`config.mk`:
```
export PLATFORM = sky130hd
export DESIGN_NAME = adc_input_config
export DESIGN_NICKNAME = d
export VERILOG_FILES = /design/src/shared/adc_cfg_pkg.sv /design/src/hdl/adc_input_config.sv /design/src/hdl/adc_input_select.sv /design/src/hdl/adc_settle_timer.sv
export SDC_FILE = /design/constraint.sdc
export NUM_CORES = 1
export LEC_CHECK = 0
export BUFFER_PORTS_ARGS = -buffer_cell sky130_fd_sc_hd__buf_4
export CELL_PAD_IN_SITES_DETAIL_PLACEMENT = 1
export CELL_PAD_IN_SITES_GLOBAL_PLACEMENT = 1
export CORE_AREA = 2 2 129 131
export CTS_CLUSTER_DIAMETER = 80
export DETAILED_ROUTE_END_ITERATION = 12
export DIE_AREA = 0 0 131 133
export PLACE_DENSITY = 0.78
export RECOVER_POWER = 25
export SLEW_MARGIN = 30
export SYNTH_ARGS = -nofsm -noshare
export SYNTH_HDL_FRONTEND = slang
export SYNTH_SLANG_ARGS = --single-unit
```
`constraint.sdc`:
```
create_clock -name hclk -period 1.9 [get_ports hclk]
set_input_delay 0.095 -clock hclk [delete_from_list [all_inputs] [get_ports hclk]]
set_output_delay 0.095 -clock hclk [all_outputs]
set_load 0.01 [all_outputs]
```
`src/shared/adc_cfg_pkg.sv`:
```
// Package: register map, fields, reset values and timing for input config
package adc_cfg_pkg;
   // Register byte offsets
   localparam logic [7:0] CONFIG_OFF = 8'h00;
   localparam logic [7:0] STATUS_OFF = 8'h04;
   localparam logic [7:0] IRQ_STAT_OFF = 8'h08;
   localparam logic [7:0] IRQ_MASK_OFF = 8'h0c;
   localparam logic [7:0] CTRL_OFF = 8'h10;
   localparam logic [7:0] RESULT_OFF = 8'h14;
   // Configuration field positions
   localparam int PSEUDO_BIT = 18;
   localparam int RSVD17_BIT = 17;
   localparam int TEMP_BIT = 16;
   localparam int CH_HI = 15;
   localparam int CH_LO = 8;
   localparam int BURN_BIT = 7;
   localparam int REFSENSE_BIT = 6;
   localparam int RSVD5_BIT = 5;
   localparam int BUF_BIT = 4;
   localparam int CHOP_BIT = 23;
   localparam logic [31:0] CONFIG_RST = 32'h0000_0110;
   // Status field positions
   localparam int MISSING_REFERENCE_FLAG_BIT = 7;
   localparam int RDY_BIT = 6;
   // Interrupt event positions
   localparam int EV_DONE = 0;
   localparam int EV_MISSING_REFERENCE_FLAG = 1;
   localparam int EV_BURN_BLOCK = 2;
   localparam logic [2:0] IRQ_RST = 3'h0;
   // Settling times
   localparam int CLK_MHZ = 25;
   localparam int SETTLE_US = 20;
   localparam int SETTLE_CHOP_US = 40;
   localparam int SETTLE_CYC = SETTLE_US * CLK_MHZ;
   localparam int SETTLE_CHOP_CYC = SETTLE_CHOP_US * CLK_MHZ;
   localparam int CNT_W = 12;
   localparam logic [3:0] TEMP_CODE_DEFAULT = 4'h0;
   typedef enum logic [1:0] {CV_IDLE, CV_SETTLE, CV_DONE} conv_state_t;
endpackage

```
`src/hdl/adc_input_config.sv`:
```
// Input configuration fields, conversion sequencing and AHB-Lite registers
//
// Overview of operation
// RULE1 - Pseudo bit: sixteen inputs share common negative
// RULE2 - Pseudo: upper four bits pick positive
// RULE3 - Otherwise all eight channel bits select
// RULE4 - Software writes zero to bits 17, 5
// RULE5 - Temp bit routes internal sensor instead
// RULE6 - Temp low: convert configured input channel
// RULE7 - Sensor has no unique status code
// RULE8 - Each conversion waits full settling time
// RULE9 - Status low nibble names result's channel
// RULE10 - Channel named by positive input terminal
// RULE11 - Burn bit one enables test currents
// RULE12 - Burn bit zero disables test currents
// RULE13 - Currents only with buffer on, chop off
// RULE14 - Reference sense flags reference below 0.6V
// RULE15 - Buffer bit selects buffered inputs
// RULE16 - Chop bit enables chopping, longer settling
// RULE17 - New configuration applies from next conversion
//
// Decided for this implementation: the placing of the registers and the AHB-Lite interface to the registers.
`timescale 1ns/1ps
module adc_input_config
   import adc_cfg_pkg::*;
(
   input  wire logic        hclk,
   input  wire logic        hresetn,
   input  wire logic        hsel,
   input  wire logic [31:0] haddr,
   input  wire logic [1:0]  htrans,
   input  wire logic        hwrite,
   input  wire logic [2:0]  hsize,
   input  wire logic [31:0] hwdata,
   input  wire logic        hready,
   output logic [31:0]      hrdata,
   output logic             hreadyout,
   output logic             hresp,
   input  wire logic        ref_low,
   input  wire logic [23:0] sample_data,
   output logic [3:0]       pos_input,
   output logic [3:0]       neg_input,
   output logic             use_common_neg,
   output logic             temp_sel,
   output logic             burn_on,
   output logic             buf_on,
   output logic             chop_on,
   output logic             irq
);
   // Bus address phase capture
   logic       wr_pend_reg, wr_pend_next;
   logic [7:0] wa_reg, wa_next;

   // Registers
   logic [31:0] config_reg, config_next;
   logic [31:0] active_reg, active_next;
   logic [3:0]  chan_reg, chan_next;
   logic [23:0] result_reg, result_next;
   logic        missing_reference_flag_reg, missing_reference_flag_next;
   logic        rdy_reg, rdy_next;
   logic [2:0]  irq_stat_reg, irq_stat_next;
   logic [2:0]  irq_mask_reg, irq_mask_next;
   logic [31:0] hrdata_next;
   conv_state_t state_reg, state_next;

   logic             start;
   logic             settle_done;
   logic [CNT_W-1:0] settle_len;
   logic             burn_blocked;
   logic [2:0]       events;
   logic             take;
   logic             conv_req;
   logic [CNT_W-1:0] settle_cnt_reg;
   logic [CNT_W-1:0] settle_cnt_next;

   function automatic logic [31:0] clean_cfg(input logic [31:0] d);
      logic [31:0] r;
      r             = d;
      r[RSVD17_BIT] = 1'b0;  // RULE4
      r[RSVD5_BIT]  = 1'b0;  // RULE4
      return r;
   endfunction

   adc_input_select u_sel (
      .cfg            (active_reg),
      .pos_input      (pos_input),
      .neg_input      (neg_input),
      .use_common_neg (use_common_neg),
      .temp_sel       (temp_sel),
      .burn_on        (burn_on),
      .burn_blocked   (burn_blocked),
      .buf_on         (buf_on),
      .chop_on        (chop_on)
   );

   adc_settle_timer u_tmr (
      .hclk    (hclk),
      .hresetn (hresetn),
      .start   (start),
      .length  (settle_len),
      .done    (settle_done)
   );

   assign take      = hsel & hready & htrans[1];
   assign hreadyout = 1'b1;
   assign hresp     = 1'b0;
   assign irq       = |(irq_stat_reg & irq_mask_reg);
   assign conv_req  = wr_pend_reg && wa_reg == CTRL_OFF && hwdata[0];
   assign start     = (state_reg == CV_IDLE) && conv_req;
   // Chop lengthens settling
   assign settle_len = config_reg[CHOP_BIT] ?
                       CNT_W'(SETTLE_CHOP_CYC) : CNT_W'(SETTLE_CYC); // RULE16

   // Bus and register next state
   always_comb begin
      wr_pend_next  = take & hwrite;
      wa_next       = take ? haddr[7:0] : wa_reg;
      config_next   = config_reg;
      irq_mask_next = irq_mask_reg;
      irq_stat_next = irq_stat_reg;
      hrdata_next   = hrdata;
      if (wr_pend_reg) begin
         case (wa_reg)
            CONFIG_OFF:   config_next   = clean_cfg(hwdata);
            IRQ_MASK_OFF: irq_mask_next = hwdata[2:0];
            IRQ_STAT_OFF: irq_stat_next = irq_stat_reg & ~hwdata[2:0];
            default:      ;
         endcase
      end
      irq_stat_next = irq_stat_next | events;  // Set wins over clear
      if (take && !hwrite) begin
         case (haddr[7:0])
            CONFIG_OFF:   hrdata_next = config_reg;
            STATUS_OFF:   hrdata_next = {24'h0, missing_reference_flag_reg, rdy_reg,
                                         2'b00, chan_reg};
            IRQ_STAT_OFF: hrdata_next = {29'h0, irq_stat_reg};
            IRQ_MASK_OFF: hrdata_next = {29'h0, irq_mask_reg};
            CTRL_OFF:     hrdata_next = {31'h0, state_reg != CV_IDLE};
            RESULT_OFF:   hrdata_next = {8'h00, result_reg};
            default:      hrdata_next = 32'h0;
         endcase
      end
   end

   // Conversion sequencing
   always_comb begin
      state_next  = state_reg;
      active_next = active_reg;
      chan_next   = chan_reg;
      result_next = result_reg;
      rdy_next    = rdy_reg;
      events      = 3'h0;
      missing_reference_flag_next  = config_reg[REFSENSE_BIT] & ref_low;  // RULE14
      events[EV_MISSING_REFERENCE_FLAG] = missing_reference_flag_next & ~missing_reference_flag_reg;
      // Result read clears ready; a fresh result below wins
      if (!wr_pend_reg && take && !hwrite && haddr[7:0] == RESULT_OFF) begin
         rdy_next = 1'b0;
      end
      case (state_reg)
         CV_IDLE: begin
            if (conv_req) begin
               active_next = config_reg;                  // RULE17
               state_next  = CV_SETTLE;
               events[EV_BURN_BLOCK] = config_reg[BURN_BIT] &
                  (~config_reg[BUF_BIT] | config_reg[CHOP_BIT]); // RULE13
            end
         end
         CV_SETTLE: begin
            if (settle_done) begin                        // RULE8
               state_next = CV_DONE;
            end
         end
         CV_DONE: begin
            result_next = sample_data;
            // Sensor reuses the positive-terminal code
            chan_next   = active_reg[CH_HI -: 4];  // RULE9 RULE10 RULE7
            rdy_next    = 1'b1;
            events[EV_DONE] = 1'b1;
            state_next  = CV_IDLE;
         end
         default: state_next = CV_IDLE;
      endcase
   end

   always_ff @(posedge hclk or negedge hresetn) begin
      if (!hresetn) begin
         wr_pend_reg  <= 1'b0;
         wa_reg       <= 8'h00;
         config_reg   <= CONFIG_RST;
         active_reg   <= CONFIG_RST;
         chan_reg     <= 4'h0;
         result_reg   <= 24'h0;
         missing_reference_flag_reg    <= 1'b0;
         rdy_reg      <= 1'b0;
         irq_stat_reg <= IRQ_RST;
         irq_mask_reg <= IRQ_RST;
         hrdata       <= 32'h0;
         state_reg    <= CV_IDLE;
      end else begin
         wr_pend_reg  <= wr_pend_next;
         wa_reg       <= wa_next;
         config_reg   <= config_next;
         active_reg   <= active_next;
         chan_reg     <= chan_next;
         result_reg   <= result_next;
         missing_reference_flag_reg    <= missing_reference_flag_next;
         rdy_reg      <= rdy_next;
         irq_stat_reg <= irq_stat_next;
         irq_mask_reg <= irq_mask_next;
         hrdata       <= hrdata_next;
         state_reg    <= state_next;
      end
   end

   // Settle cycle count, read only by the settling check
   always_comb begin
      settle_cnt_next = settle_cnt_reg;
      if (start) begin
         settle_cnt_next = '0;
      end else if (state_reg == CV_SETTLE) begin
         settle_cnt_next = settle_cnt_reg + 1'b1;
      end
   end

   always_ff @(posedge hclk or negedge hresetn) begin
      if (!hresetn) begin
         settle_cnt_reg <= '0;
      end else begin
         settle_cnt_reg <= settle_cnt_next;
      end
   end

   a_pseudo_neg: assert property ( // RULE1
      @(posedge hclk) disable iff (!hresetn)
      use_common_neg |-> neg_input == 4'h0)
      else $error("pseudo mode neg input not common");
   a_pos_upper: assert property ( // RULE2
      @(posedge hclk) disable iff (!hresetn)
      pos_input == active_reg[CH_HI -: 4])
      else $error("positive input not upper channel bits");
   a_full_neg: assert property ( // RULE3
      @(posedge hclk) disable iff (!hresetn)
      !use_common_neg |-> neg_input == active_reg[CH_LO +: 4])
      else $error("differential neg input wrong");
   a_temp_route: assert property ( // RULE5
      @(posedge hclk) disable iff (!hresetn)
      temp_sel == active_reg[TEMP_BIT])
      else $error("temperature selection mismatch");
   a_settle_wait: assert property ( // RULE8
      @(posedge hclk) disable iff (!hresetn)
      start |=> (state_reg == CV_SETTLE) [*8])
      else $error("conversion finished before settling");
   a_settle_len: assert property ( // RULE8
      @(posedge hclk) disable iff (!hresetn)
      state_reg == CV_SETTLE && settle_done |->
         settle_cnt_reg >= (active_reg[CHOP_BIT] ?
         CNT_W'(SETTLE_CHOP_CYC) : CNT_W'(SETTLE_CYC)))
      else $error("settling period cut short");
   a_status_chan: assert property ( // RULE9
      @(posedge hclk) disable iff (!hresetn)
      state_reg == CV_DONE |=> chan_reg == $past(active_reg[CH_HI -: 4]))
      else $error("status channel not from result");
   a_done_flags: assert property ( // RULE9
      @(posedge hclk) disable iff (!hresetn)
      state_reg == CV_DONE |=> rdy_reg && irq_stat_reg[EV_DONE] &&
         result_reg == $past(sample_data))
      else $error("result, ready or done event not set together");
   a_result_hold: assert property ( // RULE9
      @(posedge hclk) disable iff (!hresetn)
      state_reg != CV_DONE |=> $stable(result_reg) && $stable(chan_reg))
      else $error("result or channel changed without a conversion");
   a_ready_clear: assert property ( // RULE9
      @(posedge hclk) disable iff (!hresetn)
      take && !hwrite && !wr_pend_reg && haddr[7:0] == RESULT_OFF &&
         state_reg != CV_DONE |=> !rdy_reg)
      else $error("ready not cleared by result read");
   a_burn_on: assert property ( // RULE11
      @(posedge hclk) disable iff (!hresetn)
      active_reg[BURN_BIT] && active_reg[BUF_BIT] &&
         !active_reg[CHOP_BIT] |-> burn_on)
      else $error("burnout currents not enabled");
   a_burn_guard: assert property ( // RULE13
      @(posedge hclk) disable iff (!hresetn)
      burn_on |-> buf_on && !chop_on)
      else $error("burnout on without buffer or with chop");
   a_burn_block: assert property ( // RULE13
      @(posedge hclk) disable iff (!hresetn)
      burn_blocked |-> !burn_on)
      else $error("blocked burnout request still drives currents");
   a_burn_event: assert property ( // RULE13
      @(posedge hclk) disable iff (!hresetn)
      start && config_reg[BURN_BIT] && !config_reg[BUF_BIT] |=>
         irq_stat_reg[EV_BURN_BLOCK])
      else $error("blocked burnout request not reported");
   a_burn_off: assert property ( // RULE12
      @(posedge hclk) disable iff (!hresetn)
      !active_reg[BURN_BIT] |-> !burn_on)
      else $error("burnout on while disabled");
   a_missing_reference_flag_flag: assert property ( // RULE14
      @(posedge hclk) disable iff (!hresetn)
      config_reg[REFSENSE_BIT] && ref_low |=> missing_reference_flag_reg)
      else $error("missing reference not flagged");
   a_missing_reference_flag_clear: assert property ( // RULE14
      @(posedge hclk) disable iff (!hresetn)
      !(config_reg[REFSENSE_BIT] && ref_low) |=> !missing_reference_flag_reg)
      else $error("missing reference flagged without cause");
   a_missing_reference_flag_event: assert property ( // RULE14
      @(posedge hclk) disable iff (!hresetn)
      events[EV_MISSING_REFERENCE_FLAG] |=> irq_stat_reg[EV_MISSING_REFERENCE_FLAG])
      else $error("missing reference event lost");
   a_cfg_hold: assert property ( // RULE17
      @(posedge hclk) disable iff (!hresetn)
      state_reg == CV_SETTLE |=> $stable(active_reg))
      else $error("active configuration changed mid conversion");
   a_start_latch: assert property ( // RULE17
      @(posedge hclk) disable iff (!hresetn)
      start |=> state_reg == CV_SETTLE && active_reg == $past(config_reg))
      else $error("configuration not latched at conversion start");
   a_buf_follow: assert property ( // RULE15
      @(posedge hclk) disable iff (!hresetn)
      buf_on == active_reg[BUF_BIT])
      else $error("buffer control mismatch");
   a_chop_follow: assert property ( // RULE16
      @(posedge hclk) disable iff (!hresetn)
      chop_on == active_reg[CHOP_BIT])
      else $error("chop control mismatch");
endmodule

```
`src/hdl/adc_input_select.sv`:
```
// Input channel and front-end control decode from a latched configuration
`timescale 1ns/1ps
module adc_input_select
   import adc_cfg_pkg::*;
(
   input  wire logic [31:0] cfg,
   output logic [3:0]       pos_input,
   output logic [3:0]       neg_input,
   output logic             use_common_neg,
   output logic             temp_sel,
   output logic             burn_on,
   output logic             burn_blocked,
   output logic             buf_on,
   output logic             chop_on
);
   always_comb begin
      temp_sel       = cfg[TEMP_BIT];          // RULE5
      use_common_neg = cfg[PSEUDO_BIT];        // RULE1
      pos_input      = cfg[CH_HI -: 4];        // RULE2 RULE10
      if (cfg[PSEUDO_BIT]) begin
         neg_input = 4'h0;                     // RULE1
      end else begin
         neg_input = cfg[CH_LO +: 4];          // RULE3 RULE6
      end
      buf_on       = cfg[BUF_BIT];             // RULE15
      chop_on      = cfg[CHOP_BIT];            // RULE16
      burn_blocked = cfg[BURN_BIT] & (~cfg[BUF_BIT] | cfg[CHOP_BIT]);
      burn_on      = cfg[BURN_BIT] & ~burn_blocked; // RULE11 RULE12 RULE13
   end
endmodule

```
`src/hdl/adc_settle_timer.sv`:
```
// Settling timer: counts the full settling period of one conversion
`timescale 1ns/1ps
module adc_settle_timer
   import adc_cfg_pkg::*;
(
   input  wire logic             hclk,
   input  wire logic             hresetn,
   input  wire logic             start,
   input  wire logic [CNT_W-1:0] length,
   output logic                  done
);
   logic [CNT_W-1:0] cnt_reg;
   logic [CNT_W-1:0] cnt_next;
   logic             done_next;

   always_comb begin
      cnt_next  = cnt_reg;
      done_next = 1'b0;
      if (start) begin
         cnt_next = length;
      end else if (cnt_reg != '0) begin
         cnt_next  = cnt_reg - 1'b1;
         done_next = (cnt_reg == 12'h001);   // RULE8
      end
   end

   always_ff @(posedge hclk or negedge hresetn) begin
      if (!hresetn) begin
         cnt_reg <= '0;
         done    <= 1'b0;
      end else begin
         cnt_reg <= cnt_next;
         done    <= done_next;
      end
   end
endmodule

```
==> impl_metrics.py, run 1 <==
metrics = {
    "synth": {
        "synth_area_um2": 5830,
        "synthFlopType": "dfrtp_1",
        "synth_edf_count": 0,
        "synth_nets": 603,
        "synth_cells": 501,
        "ys_types": 57,
        "ys_seq_area_frac": 0.580,
        "yosysWarningCount": 0,
        "syn_area_per_cell_um2": 11.6,
        "synth-seq-cells": 135,
        "async_flop_share": 1.00,
    },
    "setup_path": {
        "reg2reg_depth": 5,
        "start_kind": "register",
        "arrival_ps": 2280,
        "cp.required_ps": 2190,
        "cpLargestDelayFamily": "simple AND/OR/NAND/NOR gates",
        "path_cells": "or4b_4 > nor3_4 > buf_6 > clkbuf_16 > mux2_4",
        "endpoint_kind": "register",
        "cp.depth": 5,
        "critPathMaxFanout": 4,
        "cp_slowest_stage_delay_ps": 590,
        "worstSetupPathType": "register to register",
        "cp_slowest_cell": "or4b_4",
        "cp_num_buf_inv": 2,
    },
    "layout": {
        "largest_reg_flops": 32,
        "final_common_cell": "buf_4",
        "final_cell_mix": "132 x buf_4, 131 x dfrtp_1, 95 x nand2_1",
        "drive_above_1_share": 0.373,
        "area_growth_syn_to_layout_pct": 46.0,
        "nets": 803,
    },
    "sta": {
        "period_needed_ps": 1990,
        "skew_ps": 9.33,
        "setup_tns_ps": -1930,
        "hold_viol": 0,
        "worst_pin_slew_ps": 1370,
        "slew_headroom": 0.0887,
        "fin_crit_sh": 1.05,
        "finalMaxSlewViolations": 0,
        "timing.final.ws_setup_ps": -87.6,
        "setup-violations-final": 46,
        "grt_setup_unrepaired": "yes",
        "fmax_mhz": 503,
    },
    "place": {
        "port_buffers": 114,
        "gp_congestion": 0.887,
        "post-place-ws_ps": -113,
        "place_hpwl_um": 11400,
    },
    "drt": {
        "viasPerCell": 5.13,
        "drt_iter0_markers": 255,
        "vias": 4795,
        "routed_wl_um": 19000,
        "final_antenna_net_count": 0,
        "drt_pre_antenna_iters": 5,
        "drc": 0,
        "wl_per_cell_um": 20.3,
    },
    "pwr": {
        "leakage_nw": 3.90,
        "powerDensity_nw_per_um2": 881,
        "ir_drop_uv": 659,
        "total_power_mw": 7.51,
    },
    "clock_tree": {
        "cts_root_buf": "clkbuf_16",
        "clock-sinks": 135,
        "clock_latency_ps": 420,
        "cts_buffers": 17,
        "clockBufferDepth": 2,
        "cts_tree": "yes",
        "clk_pin_slew_worst_paths_ps": 60,
        "cts.htree.levels": 4,
    },
    "floorplan": {
        "die_area_um2": 17400,
        "dieWidth_um": 131,
        "die_h_um": 133,
        "io_pins": 147,
        "rows": 47,
        "start_util": 0.361,
        "coreArea_um2": 16200,
    },
    "global_routing": {
        "use_met1": 0.267,
        "grt.total_usage": 0.219,
        "use_met3": 0.0477,
        "gr-total-overflow": 0,
        "busiest_layer": "met2",
        "grt_pass1_vias": 5301,
        "gr-usage-met2": 0.368,
        "grt_pass1_wl_um": 28700,
        "antenna_found_initial": 1,
        "grt_max_degree": 53,
    },
    "status": {
        "violations": "setup timing",
        "outcome": "complete, but fails checks",
    },
    "worst_hold_path": {
        "min_path_type": "input pin to register",
        "hold_depth": 3,
    },
    "run": {
        "drv_cap": 0,
    },
}
## routing by layer
metal,wire [µm],up-vias
met5,0,-
met4,692,0
met3,799,46
met2,9730,145
met1,7790,2451
li1,-,2153
## worst reg2reg max path: stages, from the launching register on
cell       delay [ps]
dfrtp_1           370
or4b_4            590
nor3_4            220
buf_6             200
clkbuf_16         180
mux2_4            300
## worst paths after layout
kind                                      from        endpoint  slack [ps]
worst max-delay path                 wa_reg[7]   config_reg[9]         -90
worst min-delay path                  haddr[3]       wa_reg[3]          60
worst max register to register       wa_reg[7]   config_reg[9]         -90
worst min register to register  active_reg[10]  active_reg[10]         450
max in group asynchronous              hresetn  active_reg[13]         330
min in group asynchronous              hresetn     chan_reg[3]         530
## stage by stage
step | area, µm² | hold slack, ps | utilization | cells
2_1_floorplan | 5830 | -201 | - | 501
3_3_place_gp | 7020 | 74.5 | 0.434 | 826
3_5_place_dp | 7020 | 85.1 | 0.434 | 826
4_1_cts | 8390 | 43.2 | 0.519 | 928
5_1_grt | 8510 | 88.9 | 0.526 | 935
6_report | 8510 | 61.5 | 0.526 | 935
## cell usage after synthesis (6+ instances only)
cell	instances	share of area
nor3_1	8	0.0069
a22oi_1	17	0.022
inv_1	11	0.0071
clkbuf_1	11	0.0071
buf_4	6	0.0077
nor2_1	12	0.0077
dfrtp_1	131	0.56
buf_2	6	0.0051
mux2_2	57	0.11
mux2i_1	8	0.014
nand2_1	95	0.061
o21ai_0	42	0.036
buf_6	6	0.012
mux2_1	8	0.015
## cell type report
type	instances	area [µm²]
tap	220	275
clock buffer	18	429
multi-input combinational	327	2370
fill	1716	7660
antenna	1	2.50
inverter	11	41.3
clock inverter	14	146
timing repair buffer	209	1870
sequential	135	3380
## cell families after synthesis
| logic type | share of synthesized area |
|---|---|
| muxes | 0.139 |
| buffers and inverters | 0.0401 |
| AOI/OAI and AO/OA | 0.0935 |
| and+or+nand+nor | 0.132 |
| other | 0.00129 |
| DFF | 0.580 |
| adders and majority gates | 0.00644 |
| xor gates and xnor gates | 0.00751 |
## power by group
group          internal, mW  switching, mW  total (mW)
clock network          1.94           1.31        3.25
registers              3.10          0.222        3.32
logic                 0.509          0.424       0.933
## repair_timing
item | CTS | global route
endpoints found under the hold margin | 115 | 0
setup endpoints to repair | 52 | 55
buffers inserted | 5 | 3
gates cloned | 3 | 4
pin swaps | 4 | 7
hold buffers | 62 | 0
resized for setup | 23 | 20
Note: power is estimated with default switching activity, not from simulation.
==> run 2, diff against run 1 <==
- CORE_AREA: 2 2 129 131 -> 2 2 126 128
- CTS_BUF_LIST: not set -> sky130_fd_sc_hd__clkbuf_2 sky130_fd_sc_hd__clkbuf_4 sky130_fd_sc_hd__clkbuf_8
- DIE_AREA: 0 0 131 133 -> 0 0 128 130
- PLACE_DENSITY: 0.78 -> 0.81
- RECOVER_POWER: 25 -> 50
==> run 2 against run 1 <==
  * The run ends with capacitance limit, slew limit, setup timing left
  * Sequential power about the same
  * Routed wire length down 1.1%
  * Sequential share of layout area up 0.93 points
  * Non-clock buffer count up 3
  * Register-to-register slack worse by 30 ps
  * Critical path type unchanged
==> impl_metrics.py, run 2 (synthesis gave the netlist of run 1 again) <==
metrics = {
    "status": {
        "outcome": "complete, but fails checks",
        "violations": "capacitance limit, slew limit, setup timing",
    },
    "setup_path": {
        "cp_slowest_stage_delay_ps": 610,
        "start_kind": "register",
        "arrival_ps": 2350,
        "endpoint_kind": "register",
        "path_cells": "or4b_4 > nor3_4 > buf_6 > clkbuf_16 > mux2_4",
        "worstSetupPathType": "register to register",
        "timing.rr.start": "wa_reg[6]",
        "cpLargestDelayFamily": "simple AND/OR/NAND/NOR gates",
        "cp.required_ps": 2230,
        "cp_num_buf_inv": 2,
        "critPathMaxFanout": 8,
        "cp_slowest_cell": "or4b_4",
        "crit_path_start": "wa_reg[6]",
    },
    "global_routing": {
        "grt_pass1_vias": 5145,
        "antenna_found_initial": 0,
        "grt_pass1_wl_um": 27400,
        "gr-total-overflow": 0,
        "grt.total_usage": 0.220,
        "grt_max_degree": 58,
    },
    "layout": {
        "n_antenna_cell": 0,
        "final_cell_mix": "134 x buf_4, 131 x dfrtp_1, 93 x nand2_1",
        "postLayoutCellArea_um2": 8320,
        "largest_reg_flops": 32,
        "fin_cells": 908,
        "final_util": 0.539,
        "area_growth_syn_to_layout_pct": 42.7,
        "fill_cells": 1617,
        "final_common_cell": "buf_4",
        "nets": 806,
        "drive_above_1_share": 0.378,
    },
    "drt": {
        "drt_pre_antenna_iters": 5,
        "wl_per_cell_um": 20.7,
        "routed_wl_um": 18800,
        "vias": 4741,
        "final_antenna_net_count": 0,
        "drc": 0,
        "drt_iter0_markers": 318,
        "viasPerCell": 5.22,
    },
    "clock_tree": {
        "clock-sinks": 135,
        "cts_buffers": 17,
        "cts_tree": "yes",
        "cts.htree.levels": 4,
        "clockBufferDepth": 2,
        "cts_root_buf": "clkbuf_8",
        "clock_latency_ps": 450,
        "clk_pin_slew_worst_paths_ps": 70,
    },
    "sta": {
        "timing.final.ws_setup_ps": -118,
        "slew_headroom": -0.00782,
        "setup_tns_ps": -2730,
        "period_needed_ps": 2020,
        "worst_pin_slew_ps": 1510,
        "hold_viol": 0,
        "fmax_mhz": 496,
        "finalMaxSlewViolations": 58,
        "grt_setup_unrepaired": "yes",
        "fin_crit_sh": 1.06,
        "setup-violations-final": 33,
        "skew_ps": 12.9,
    },
    "place": {
        "port_buffers": 114,
        "placed_area_um2": 6990,
        "dp.cells": 802,
        "place_hpwl_um": 11400,
        "gp_congestion": 0.914,
    },
    "run": {
        "drv_cap": 1,
    },
    "worst_hold_path": {
        "min_path_type": "input pin to register",
        "min_from": "haddr[4]",
    },
    "pwr": {
        "powerDensity_nw_per_um2": 805,
        "leakage_nw": 3.85,
        "ir_drop_uv": 585,
    },
    "floorplan": {
        "coreArea_um2": 15400,
        "io_pins": 147,
        "die_h_um": 130,
        "dieWidth_um": 128,
        "die_area_um2": 16600,
        "rows": 46,
        "start_util": 0.378,
    },
}
[run 2: worst min-delay path, stage by stage]
cell and delay, ps:
buf_4 150, inv_1 100, o21ai_0 90
[run 2: final cells by class]
class	instances	area [µm²]	area share
Multi-Input combinational cell	327	2400	0.288
Tap cell	192	240	0.0289
Timing Repair Buffer	212	1850	0.222
Sequential cell	135	3380	0.407
Inverter	11	41.3	0.00496
Clock inverter	8	95.1	0.0114
Clock buffer	23	310	0.0373
[run 2: report_power, final]
group	total [mW]	internal, mW	switching [mW]
Combinational	0.941	0.527	0.414
Clock	2.44	1.34	1.10
Sequential	3.31	3.10	0.215
Total	6.69	4.96	1.73
[run 2: per-stage QoR]
stage | setup slack [ps] | hold WS (ps) | power (mW)
after floorplan | 12.2 | -201 | 3.68
after global routing | -146 | 28.5 | 6.98
after CTS | -64.3 | 20.5 | 6.66
after global placement | -26.0 | 89.7 | 4.04
after detailed placement | -82.0 | 101 | 4.11
final | -118 | 45.7 | 6.69
[run 2: path summary, 6_finish.rpt]
path	endpoint	slack (ps)	depth (start not counted)
max in group asynchronous	active_reg[4]	200	3
hold reg to reg	active_reg[8]	460	2
min in group asynchronous	u_tmr.cnt_reg[7]	550	2
setup / recovery	config_reg[11]	-120	5
setup reg to reg	config_reg[11]	-120	5
hold / removal	wa_reg[4]	50	3
[run 2: timing repair]
item                                   CTS  global route
hold buffers                            63             0
buffers inserted                         2             4
resized for setup                        7            42
pin swaps                                3            11
endpoints found under the hold margin  121             0
gates cloned                             2             4
setup endpoints to repair               49            54
[run 2: metal layers]
layer | vias to the layer above | part of all wire | GRT usage
li1 | 2152 | - | -
met1 | 2431 | 0.41 | 0.254
met5 | - | 0 | 0
met3 | 27 | 0.041 | 0.0484
met4 | 0 | 0.023 | 0.0957
met2 | 131 | 0.52 | 0.394
==> run 3, diff against run 2 <==
- TNS_END_PERCENT: not set -> 10
- clock period: 1.9 -> 1.8 ns (I/O delays scaled with it)
==> run 3 against run 2 <==
  * The flow finishes with violations (setup timing)
  * Register-to-register slack improved by 20 ps
  * Count of clock-buffer cells in the layout decreased by 2
  * Clock skew increased by 2.8 ps
  * Highest routed layer unchanged
  * Combinational power increased by 8%
  * Critical path depth decreased by 1
==> impl_metrics.py, run 3 (synthesis gave the netlist of run 1 again) <==
metrics = {
    "status": {
        "outcome": "complete, but fails checks",
        "violations": "setup timing",
    },
    "setup_path": {
        "start_kind": "register",
        "cpLargestDelayFamily": "simple AND/OR/NAND/NOR gates",
        "cp.required_ps": 2130,
        "endpoint_kind": "register",
        "critPathMaxFanout": 18,
        "cp_num_buf_inv": 1,
        "cp.depth": 4,
        "path_cells": "or4_4 > nor3_4 > buf_12 > mux2_2",
        "reg2reg_depth": 4,
        "timing.rr.start": "wa_reg[1]",
        "r2r_slack_ps": -100,
        "worstReg2RegEnd": "config_reg[3]",
        "cp_slowest_stage_delay_ps": 560,
        "arrival_ps": 2230,
        "cp_slowest_cell": "or4_4",
        "worstSetupPathType": "register to register",
    },
    "clock_tree": {
        "clk_pin_slew_worst_paths_ps": 80,
        "cts_buffers": 17,
        "clock-sinks": 135,
        "cts_root_buf": "clkbuf_8",
        "cts_tree": "yes",
        "cts.htree.levels": 4,
        "clock_latency_ps": 450,
        "clockBufferDepth": 2,
    },
    "drt": {
        "drt_pre_antenna_iters": 4,
        "drc": 0,
        "drt_iter0_markers": 258,
        "wl_per_cell_um": 19.7,
        "routed_wl_um": 17800,
        "final_antenna_net_count": 0,
        "vias": 4791,
        "viasPerCell": 5.28,
    },
    "global_routing": {
        "grt.total_usage": 0.224,
        "grt_pass1_vias": 5250,
        "antenna_found_initial": 0,
        "grt_pass1_wl_um": 28400,
        "grt_max_degree": 44,
        "gr-total-overflow": 0,
    },
    "place": {
        "place_hpwl_um": 11700,
        "port_buffers": 114,
        "gp_congestion": 0.883,
        "post-place-ws_ps": -117,
    },
    "floorplan": {
        "coreArea_um2": 15400,
        "io_pins": 147,
        "rows": 46,
        "start_util": 0.378,
        "dieWidth_um": 128,
        "die_area_um2": 16600,
        "die_h_um": 130,
    },
    "sta": {
        "worst_pin_slew_ps": 1010,
        "finalMaxSlewViolations": 0,
        "fin_crit_sh": 1.06,
        "period_needed_ps": 1900,
        "fmax_mhz": 526,
        "slew_headroom": 0.329,
        "grt_setup_unrepaired": "yes",
        "hold_viol": 0,
        "setup_tns_ps": -3190,
        "timing.final.ws_setup_ps": -103,
        "skew_ps": 15.7,
        "setup-violations-final": 49,
    },
    "layout": {
        "nets": 803,
        "final_common_cell": "dfrtp_1",
        "drive_above_1_share": 0.371,
        "area_growth_syn_to_layout_pct": 41.9,
        "largest_reg_flops": 32,
        "fill_cells": 1637,
        "final_cell_mix": "131 x dfrtp_1, 129 x buf_4, 94 x nand2_1",
    },
    "worst_hold_path": {
        "min_from": "haddr[3]",
        "min_to": "hrdata[0]",
        "hold_depth": 4,
        "min_path_type": "input pin to register",
    },
    "pwr": {
        "ir_drop_uv": 472,
        "leakage_nw": 3.80,
        "powerDensity_nw_per_um2": 888,
        "total_power_mw": 7.35,
    },
    "run": {
        "drv_cap": 0,
    },
}
-- run 3: cell types whose count changed in the layout (fill, tap and decap cells not counted), sizes merged --
cell         delta
buf             -4
bufinv          +2
clkinv          -1
clkinvlp        +1
diode           +1
dlygate4sd3     -1
inv             +1
-- run 3: what timing repair did --
action / CTS / global route
resized for setup: 23 / 14
hold buffers: 62 / 0
pin swaps: 8 / 10
setup buffers: 3 / 0
cloned: 3 / 0
endpoints found under the setup margin: 60 / 62
endpoints found under the hold margin: 103 / 0
-- run 3: report_power, final --
group	switching (mW)	internal, mW	total (mW)
registers	0.221	3.27	3.49
clock network	1.20	1.64	2.84
logic	0.461	0.554	1.02
total	1.89	5.46	7.35
-- run 3: cell type report --
type | count | area [µm²] | share of cell area
diodes | 1 | 2.50 | 0.000302
clock buffers | 21 | 283 | 0.0342
clock inverters | 11 | 170 | 0.0206
inverters | 11 | 41.3 | 0.00499
multi-input cells | 327 | 2370 | 0.287
flip-flops and latches | 135 | 3380 | 0.409
well taps | 192 | 240 | 0.0290
repair buffers | 209 | 1780 | 0.215
-- run 3: layer usage --
| layer | track usage | vias up | routed length (µm) |
|---|---|---|---|
| met1 | 0.267 | 2452 | 7170 |
| met4 | 0.104 | 0 | 473 |
| met5 | 0 | - | 0 |
| li1 | - | 2149 | - |
| met3 | 0.0447 | 30 | 791 |
| met2 | 0.394 | 160 | 9400 |
-- run 3: worst reg2reg max path, delay by kind of cell, from the launching register on --
kind	cells	cell delay, ps
flops	1	400
simple gates	2	840
mux	1	350
buf+inv	1	200
-- run 3: worst max-delay path by stage --
stage / start / endpoint / slack, ps
after floorplan: wa_reg[5] / config_reg[0] / -40
after global placement: wa_reg[1] / config_reg[12] / -50
after detailed placement: wa_reg[1] / active_reg[23] / -120
after CTS: wa_reg[1] / config_reg[3] / -110
after global routing: wa_reg[1] / config_reg[3] / -160
final: wa_reg[1] / config_reg[3] / -100
-- run 3: through the flow --
stage	instances	utilization	hold WS (ps)	cell area (µm²)
2_1_floorplan	501	-	-206	5840
3_3_place_gp	806	0.457	91.5	7050
3_5_place_dp	806	0.457	109	7050
4_1_cts	906	0.535	27.3	8250
5_1_grt	906	0.536	40.8	8270
6_report	907	0.536	65.8	8270
